===== src/common/rrs_regs.svh =====
`ifndef RRS_REGS_SVH
`define RRS_REGS_SVH

// Clock rate in kHz (25 MHz)
`define RRS_CLK_KHZ 25000
// Longest internal power-on reset hold, in ms
`define RRS_POR_MAX_MS 110
// Longest hold in cycles, exact product of ms and kHz
`define RRS_POR_MAX_CYC (`RRS_POR_MAX_MS * `RRS_CLK_KHZ)
// Host wait before link access, in ms
`define RRS_HOST_WAIT_MS 150
`define RRS_HOST_WAIT_CYC (`RRS_HOST_WAIT_MS * `RRS_CLK_KHZ)
// Least gap between pin toggles after both low, in ms
`define RRS_OFF_GAP_MS 10
`define RRS_OFF_GAP_CYC (`RRS_OFF_GAP_MS * `RRS_CLK_KHZ)
// Counter width
`define RRS_CNT_W 32

`endif


===== src/common/rrs_pkg.sv =====
package rrs_pkg;
    typedef enum logic [1:0] {
        RRS_POR_HOLD = 2'b00,
        RRS_RUN = 2'b01
    } rrs_state_t;
endpackage : rrs_pkg


===== src/design/rrs_sequencer.sv =====
`timescale 1ns/1ps
`default_nettype none
`include "rrs_regs.svh"
module rrs_sequencer #(
    parameter logic [`RRS_CNT_W-1:0] POR_HOLD_CYC = `RRS_CNT_W'(`RRS_POR_MAX_CYC)
) (
    input wire logic sys_clk,
    input wire logic reset_n,
    input wire logic wlan_power_on_pin,
    input wire logic bt_power_on_pin,
    output logic regulator_enable,
    output logic wlan_reset_n,
    output logic bt_reset_n,
    output logic por_active
);
    logic wlan_on;
    logic bt_on;
    rrs_pkg::rrs_state_t state_r;
    rrs_pkg::rrs_state_t state_nxt;
    logic [`RRS_CNT_W-1:0] cnt_r;
    logic [`RRS_CNT_W-1:0] cnt_nxt;
    logic reg_en_r;
    logic reg_en_nxt;
    logic wlan_rst_n_r;
    logic wlan_rst_n_nxt;
    logic bt_rst_n_r;
    logic bt_rst_n_nxt;
    logic por_r;
    logic por_nxt;

    rrs_sync u_sync_wlan (
        .sys_clk(sys_clk),
        .reset_n(reset_n),
        .pin_async(wlan_power_on_pin),
        .pin_sync(wlan_on)
    );

    rrs_sync u_sync_bt (
        .sys_clk(sys_clk),
        .reset_n(reset_n),
        .pin_async(bt_power_on_pin),
        .pin_sync(bt_on)
    );

    // Hold state leaves once the counter reaches the hold length minus one
    always_comb begin
        state_nxt = state_r;
        unique case (state_r)
            rrs_pkg::RRS_POR_HOLD: begin
                if (cnt_r >= POR_HOLD_CYC - `RRS_CNT_W'(1)) begin
                    state_nxt = rrs_pkg::RRS_RUN;
                end
            end
            rrs_pkg::RRS_RUN: begin
                state_nxt = rrs_pkg::RRS_RUN;
            end
            default: begin
                state_nxt = rrs_pkg::RRS_POR_HOLD;
            end
        endcase
    end

    always_ff @(posedge sys_clk or negedge reset_n) begin
        if (!reset_n) begin
            state_r <= rrs_pkg::RRS_POR_HOLD;
        end else begin
            state_r <= state_nxt;
        end
    end

    // Power-on reset hold counter, stops at its last value
    always_comb begin
        cnt_nxt = cnt_r;
        unique case (state_r)
            rrs_pkg::RRS_POR_HOLD: begin
                if (cnt_r < POR_HOLD_CYC - `RRS_CNT_W'(1)) begin
                    cnt_nxt = cnt_r + `RRS_CNT_W'(1);
                end
            end
            rrs_pkg::RRS_RUN: begin
                cnt_nxt = cnt_r;
            end
            default: begin
                cnt_nxt = '0;
            end
        endcase
    end

    always_ff @(posedge sys_clk or negedge reset_n) begin
        if (!reset_n) begin
            cnt_r <= '0;
        end else begin
            cnt_r <= cnt_nxt;
        end
    end

    // Regulators on while either pin is high
    always_comb begin
        reg_en_nxt = 1'b0;
        unique case ({wlan_on, bt_on})
            2'h0: begin
                reg_en_nxt = 1'b0;
            end
            2'h1: begin
                reg_en_nxt = 1'b1;
            end
            2'h2: begin
                reg_en_nxt = 1'b1;
            end
            2'h3: begin
                reg_en_nxt = 1'b1;
            end
        endcase
    end

    always_ff @(posedge sys_clk or negedge reset_n) begin
        if (!reset_n) begin
            reg_en_r <= 1'b0;
        end else begin
            reg_en_r <= reg_en_nxt;
        end
    end

    // Internal power-on reset flag follows the hold state
    always_comb begin
        por_nxt = 1'b1;
        if (state_nxt == rrs_pkg::RRS_RUN) begin
            por_nxt = 1'b0;
        end
    end

    always_ff @(posedge sys_clk or negedge reset_n) begin
        if (!reset_n) begin
            por_r <= 1'b1;
        end else begin
            por_r <= por_nxt;
        end
    end

    // WLAN section released only by its own pin after power-on reset
    always_comb begin
        wlan_rst_n_nxt = 1'b0;
        if (por_nxt) begin
            wlan_rst_n_nxt = 1'b0;
        end else begin
            unique case ({wlan_on, bt_on})
                2'h0: begin
                    wlan_rst_n_nxt = 1'b0;
                end
                2'h1: begin
                    wlan_rst_n_nxt = 1'b0;
                end
                2'h2: begin
                    wlan_rst_n_nxt = 1'b1;
                end
                2'h3: begin
                    wlan_rst_n_nxt = 1'b1;
                end
            endcase
        end
    end

    always_ff @(posedge sys_clk or negedge reset_n) begin
        if (!reset_n) begin
            wlan_rst_n_r <= 1'b0;
        end else begin
            wlan_rst_n_r <= wlan_rst_n_nxt;
        end
    end

    // BT section released only by its own pin after power-on reset
    always_comb begin
        bt_rst_n_nxt = 1'b0;
        if (por_nxt) begin
            bt_rst_n_nxt = 1'b0;
        end else begin
            unique case ({wlan_on, bt_on})
                2'h0: begin
                    bt_rst_n_nxt = 1'b0;
                end
                2'h1: begin
                    bt_rst_n_nxt = 1'b1;
                end
                2'h2: begin
                    bt_rst_n_nxt = 1'b0;
                end
                2'h3: begin
                    bt_rst_n_nxt = 1'b1;
                end
            endcase
        end
    end

    always_ff @(posedge sys_clk or negedge reset_n) begin
        if (!reset_n) begin
            bt_rst_n_r <= 1'b0;
        end else begin
            bt_rst_n_r <= bt_rst_n_nxt;
        end
    end

    assign regulator_enable = reg_en_r;
    assign wlan_reset_n = wlan_rst_n_r;
    assign bt_reset_n = bt_rst_n_r;
    assign por_active = por_r;
endmodule : rrs_sequencer
`default_nettype wire


===== src/design/rrs_sync.sv =====
`timescale 1ns/1ps
`default_nettype none
module rrs_sync (
    input wire logic sys_clk,
    input wire logic reset_n,
    input wire logic pin_async,
    output logic pin_sync
);
    logic stage1_r;
    logic stage2_r;
    logic stage1_nxt;
    logic stage2_nxt;

    always_comb begin
        stage1_nxt = pin_async;
        stage2_nxt = stage1_r;
    end

    always_ff @(posedge sys_clk or negedge reset_n) begin
        if (!reset_n) begin
            stage1_r <= 1'b0;
            stage2_r <= 1'b0;
        end else begin
            stage1_r <= stage1_nxt;
            stage2_r <= stage2_nxt;
        end
    end

    assign pin_sync = stage2_r;
endmodule : rrs_sync
`default_nettype wire


===== config.mk =====
export PLATFORM = sky130hd
export DESIGN_NAME = rrs_sequencer
export DESIGN_NICKNAME = d
export VERILOG_FILES = /design/src/common/rrs_pkg.sv /design/src/design/rrs_sequencer.sv /design/src/design/rrs_sync.sv
export VERILOG_INCLUDE_DIRS = /design/src /design/src/common
export SDC_FILE = /design/constraint.sdc
export NUM_CORES = 1
export LEC_CHECK = 0
export ABC_AREA = 1
export CORE_ASPECT_RATIO = 1.5
export CORE_UTILIZATION = 60
export CTS_CLUSTER_DIAMETER = 120
export DETAILED_ROUTE_END_ITERATION = 12
export DONT_BUFFER_PORTS = 1
export PLACE_DENSITY = 0.73
export SLEW_MARGIN = 20
export SYNTH_ARGS = -nofsm -noshare
export SYNTH_HDL_FRONTEND = slang
export SYNTH_SLANG_ARGS = --single-unit

===== constraint.sdc =====
create_clock -name sys_clk -period 1.9 [get_ports sys_clk]
set_clock_uncertainty 0.05 [all_clocks]
set_input_delay 0.095 -clock sys_clk [delete_from_list [all_inputs] [get_ports sys_clk]]
set_output_delay 0.095 -clock sys_clk [all_outputs]
set_load 0.005 [all_outputs]

After elaboration in Yosys (flattened, before gate mapping) --
Index checks and enable logic that the tools add are counted.
Storage, ports and cells: RAM bits 0, output and inout bits 4, input bits 4, bits in read-only memories 0, logic and storage cells 38, bits in latches 0, memories 0, bits in registers 42
Cells by class: add/sub/neg operators 1, $mul 0, divide/modulo/power cells 0, order comparisons 2, reduce and logical (&&, ||, !) cells 8, muxes and demuxes 10, eq/ne operators 6, shifts and indexed selects 0, bitwise operators 1
Operators by type and width (count):
- $pmux 32 s2 | 1
- $add 32x1->32 const B | 1
- $ge 32x22->1 const B | 1
- $lt 32x22->1 const B | 1
- $mux 32 | 1
- $reduce_or 2->1 | 4
- $eq 2x1->1 const B | 3
- $pmux 1 s2 | 3
- $eq 2x2->1 const B | 2
- $logic_not 2->1 | 2
- $pmux 2 s2 | 1
- $mux 1 | 3
- $reduce_or 3->1 | 1
- $mux 2 | 1
- $ne 2x2->1 const B | 1
- $reduce_and 2->1 | 1
- $not 1->1 | 1

Logic depth before layout (Yosys ltp) --
depth after elaboration 5, mapped depth 13, depth with buffers taken out 12

By module --
A second synthesis with hierarchy kept.
Second synthesis, totals: cell total of the unflattened synthesis 314, area, all modules 2299.7 sq um
Modules (own cells, without submodules):
- rrs_sequencer | area an instance 2199.6 sq um, cells an instance 310, seq. area each 952.2 sq um, times used 1
- rrs_sync | area an instance 50.0 sq um, cells an instance 2, seq. area each 50.0 sq um, times used 2

Worst setup path before layout --
Ideal clock, no wire load.
kind reg-to-reg, start point register cnt_r[0], end point register cnt_r[16], arrival time 1.527 ns, setup slack 0.206 ns, data required time 1.733 ns, library setup time 0.117 ns, cell stages (with the launch flop) 14, cells stage by stage dfrtp_1 > ha_1 > nand2_2 > nor2_4 > nand3_1 > nand2_1 > nand2_1 > nand2_1 > nand2_2 > nand2_4 > nand2_4 > buf_6 > nand2_1 > nand2_1
On the way: longest elaborated chain between the ends 3, elaborated cells between the ends (all ways) 6, those cells by class add/sub (1); order compare (1); eq/ne (1); mux (2); reduce/logical (1)
Ends and longest elaborated chain:
- from (decl) | line rrs_sequencer.sv:20 | logic [`RRS_CNT_W-1:0] cnt_r;
- from (signal assigned) | line rrs_sequencer.sv:93 | cnt_r <= cnt_nxt;
- $add 32x1->32 or $lt 32x22->1 (tied branches) | line rrs_sequencer.sv:77, rrs_sequencer.sv:76
- $mux 32 or $ne 2x2->1 (tied branches)
- $pmux 32 s2 or $reduce_and 2->1 (tied branches)
Parallel ways exist; a longest one is shown, timed or not. The select of a mux whose other input is x is not followed. A chain may end at the register's enable or synchronous reset.

Worst setup path after layout --
start point register cnt_r[1], end point register cnt_r[8]
The elaborated chain is that of the path after synthesis.

==> results.md <==
* Most common cell after layout, fill and taps aside: nand2_1
* Post-layout util at 0.7044
* GP Congestion at 0.9798
* Chip height at 78.20 µm
* Req. time, crit path at 2060 ps
* R2R Setup Slk at 170 ps
* First-pass GRT wire length at 8.383 mm
* CP Max Fanout at 13
* Setup violators final at 0
* Vias at 1953
* Routed Antenna Nets at 0
* Startpoint Class: flop
* Initial DRT Pass Iterations at 4
* Peak supply drop at 0.8862 mV
* Leak at 1.184 nW
* RSZ-0062 raised after global routing: no
* Synthesized instance count at 314
* Worst Tran Pin Value at 664.3 ps
* Worst-Skew Late Latency at 310 ps
* Total Routing Usage GR at 0.2792
* Starting Density at 0.6306
* Syn Nets at 319
* Simple-Gate Fraction of Synth Area at 0.4116
* Status: finished clean
* Via density at 5.236
* RR Endpoint: cnt_r[8]
* Layout cell share with drive strength beyond 1 at 0.1424
* Final nets at 334
* H-Tree Depth at 2
* Fill cells at 324
* Final Hold Fails at 0
* Maxcap violations at 0
* Worst reg2reg startpoint: cnt_r[1]
* CP Capture Type: flop
* Final HPWL DP at 3.558 mm
* Hold slack at 189.5 ps
* Finished Cell Area at 2594 µm²
* Gr ovfl total at 0
* Vias in the first global route at 1978
* I/O pin cnt at 8
* Adder-cell share of the synthesized area at 0.005388
* CTS tree: built
* Cell count of the worst reg-to-reg path at 13
* Fin crit period at 1731 ps
* Initial DRC count at 64
* Largest net degree at the start of global routing at 43
* Synth Cell Area at 2322 µm²
* CTS clk-pin slew, worst paths at 90 ps
* Syn. warnings at 0
* Placement row count at 27
* Type of the tightest min-delay check: input pin to asynchronous set/reset pin
* Chip width at 52.80 µm
* CTS root buffer: clkbuf_8
* Slew Limit Fails at 0
* Seq cells post-synth at 42
* Full die area at 4128 µm²
* Post-route DRC at 0
* Syn Area/Cell at 7.396 µm²
* Sequential-to-total area share from yosys stat at 0.4531
* Final WL at 4.930 mm
* WS Path Type: flop to flop
* Proportion of synthesized area in mux cells at 0
* Achievable Freq at 577.5 MHz
* Post-synthesis compound-gate area fraction at 0.006466
* P&R area growth vs syn at 11.69%
* N_diodes at 0
* Tcrit/Tclk final at 0.9113
* Max clock buf depth at 2
* Initial antenna violation count at 0
* Post-DP Area at 2392 µm²
* Sum Neg Setup Slack at 0 ps
* IO buf count at 0
* Clk sinks at 42
* Synth Area in XOR/XNOR at 0.04903
* Slew Limit Headroom at 0.5566
* Drt wl/cell at 13.22 µm
* Most frequent cells in the layout: nand2_1, nor2_1, dfrtp_1
* Pwr dens at 619.5 nW/µm²
* Main combinational cell family by area after synthesis: simple AND/OR/NAND/NOR gates
* Unique cell type count in the Yosys netlist at 23
* Inserted Clock Buffers at 5
* Core Region at 3682 µm²
* Crit path from: cnt_r[1]
* Arrival time worst endpoint at 1890 ps
registers in the layout, summed over array words and instances, names as in the netlist:
signal                cells
u_sync_bt.stage1_r        1
bt_reset_n                1
u_sync_bt.pin_sync        1
por_active                1
u_sync_wlan.pin_sync      1
state_r                   2
cnt_r                    32
u_sync_wlan.stage1_r      1
regulator_enable          1
wlan_reset_n              1
worst max path at each step:
stage | endpoint | cells after the start
4_1_cts | cnt_r[8] | 13
3_3_place_gp | cnt_r[3] | 11
2_1_floorplan | cnt_r[16] | 13
6_report | cnt_r[8] | 13
3_5_place_dp | cnt_r[8] | 13
5_1_grt | cnt_r[14] | 9
layer usage:
layer	share of wire	track usage	vias up
met5	0	0	-
li1	-	-	992
met1	0.40	0.3125	910
met4	0.031	0.1263	0
met3	0.039	0.05426	13
met2	0.53	0.4899	38
worst max-delay path, cell delays in order (launching register included):
cell,delay [ps]
dfrtp_1,390
ha_2,200
nand2_2,80
nor2_4,120
nand3_1,70
nand2_1,60
nand2_1,40
nand2_1,70
nand2_2,80
nand2_4,110
nand2_8,80
buf_12,160
nand2_1,60
nand2_1,50
metrics by stage:
step	total power, mW	std cells	worst slack, ps
after floorplan	0.9567	314	206.4
after global placement	0.9704	357	191.5
after detailed placement	0.9713	357	109.4
after CTS	1.611	369	94.05
after global routing	1.676	373	13.71
final	1.607	373	168.5
timing repair:
item                       in CTS  in global routing
hold endpoints to repair       44                  0
gates resized for setup         0                  2
hold buffers                    4                  0
setup endpoints to repair       0                 21
setup buffers                   0                  4
cell usage after synthesis, drive strengths merged:
cell / n / area [µm²]
clkbuf: 4 / 15.01
ha: 1 / 12.51
conb: 1 / 3.750
xnor2: 4 / 35.03
inv: 28 / 105.1
dfrtp: 41 / 1026
nor2: 69 / 304.0
buf: 5 / 48.79
dfstp: 1 / 26.28
nand4: 4 / 25.02
nand2: 103 / 411.6
xor2: 9 / 78.83
o21ai: 3 / 15.01
nand3: 36 / 180.2
nor3b: 2 / 15.01
nor3: 3 / 20.02
final cells by class:
| class | instances | area [µm²] | share of cell area |
|---|---|---|---|
| sequential | 42 | 1052 | 0.4057 |
| tap | 43 | 53.80 | 0.02074 |
| clock buffer | 5 | 68.82 | 0.02653 |
| inverter | 28 | 105.1 | 0.04052 |
| clock inverter | 3 | 28.78 | 0.01110 |
| multi-input combinational | 235 | 1112 | 0.4288 |
| timing repair buffer | 17 | 172.7 | 0.06657 |
power breakdown:
part	switching [mW]	leakage, nW	internal (mW)
clock	0.349	0.0506	0.274
combinational	0.0481	0.568	0.0233
sequential	0.00780	0.566	0.905
cells by family (layout without fill, tap and decap cells):
kind of cell	count (synthesis)	count (layout)
XOR/XNOR	13	13
AO/OA/AOI/OAI	3	3
AND/OR/NAND/NOR	217	217
buffers and inverters	37	53
flip-flops	42	42
adder cells (fa/ha/maj)	1	1
other	1	1
No activity file was read; power rests on OpenSTA's default activity.
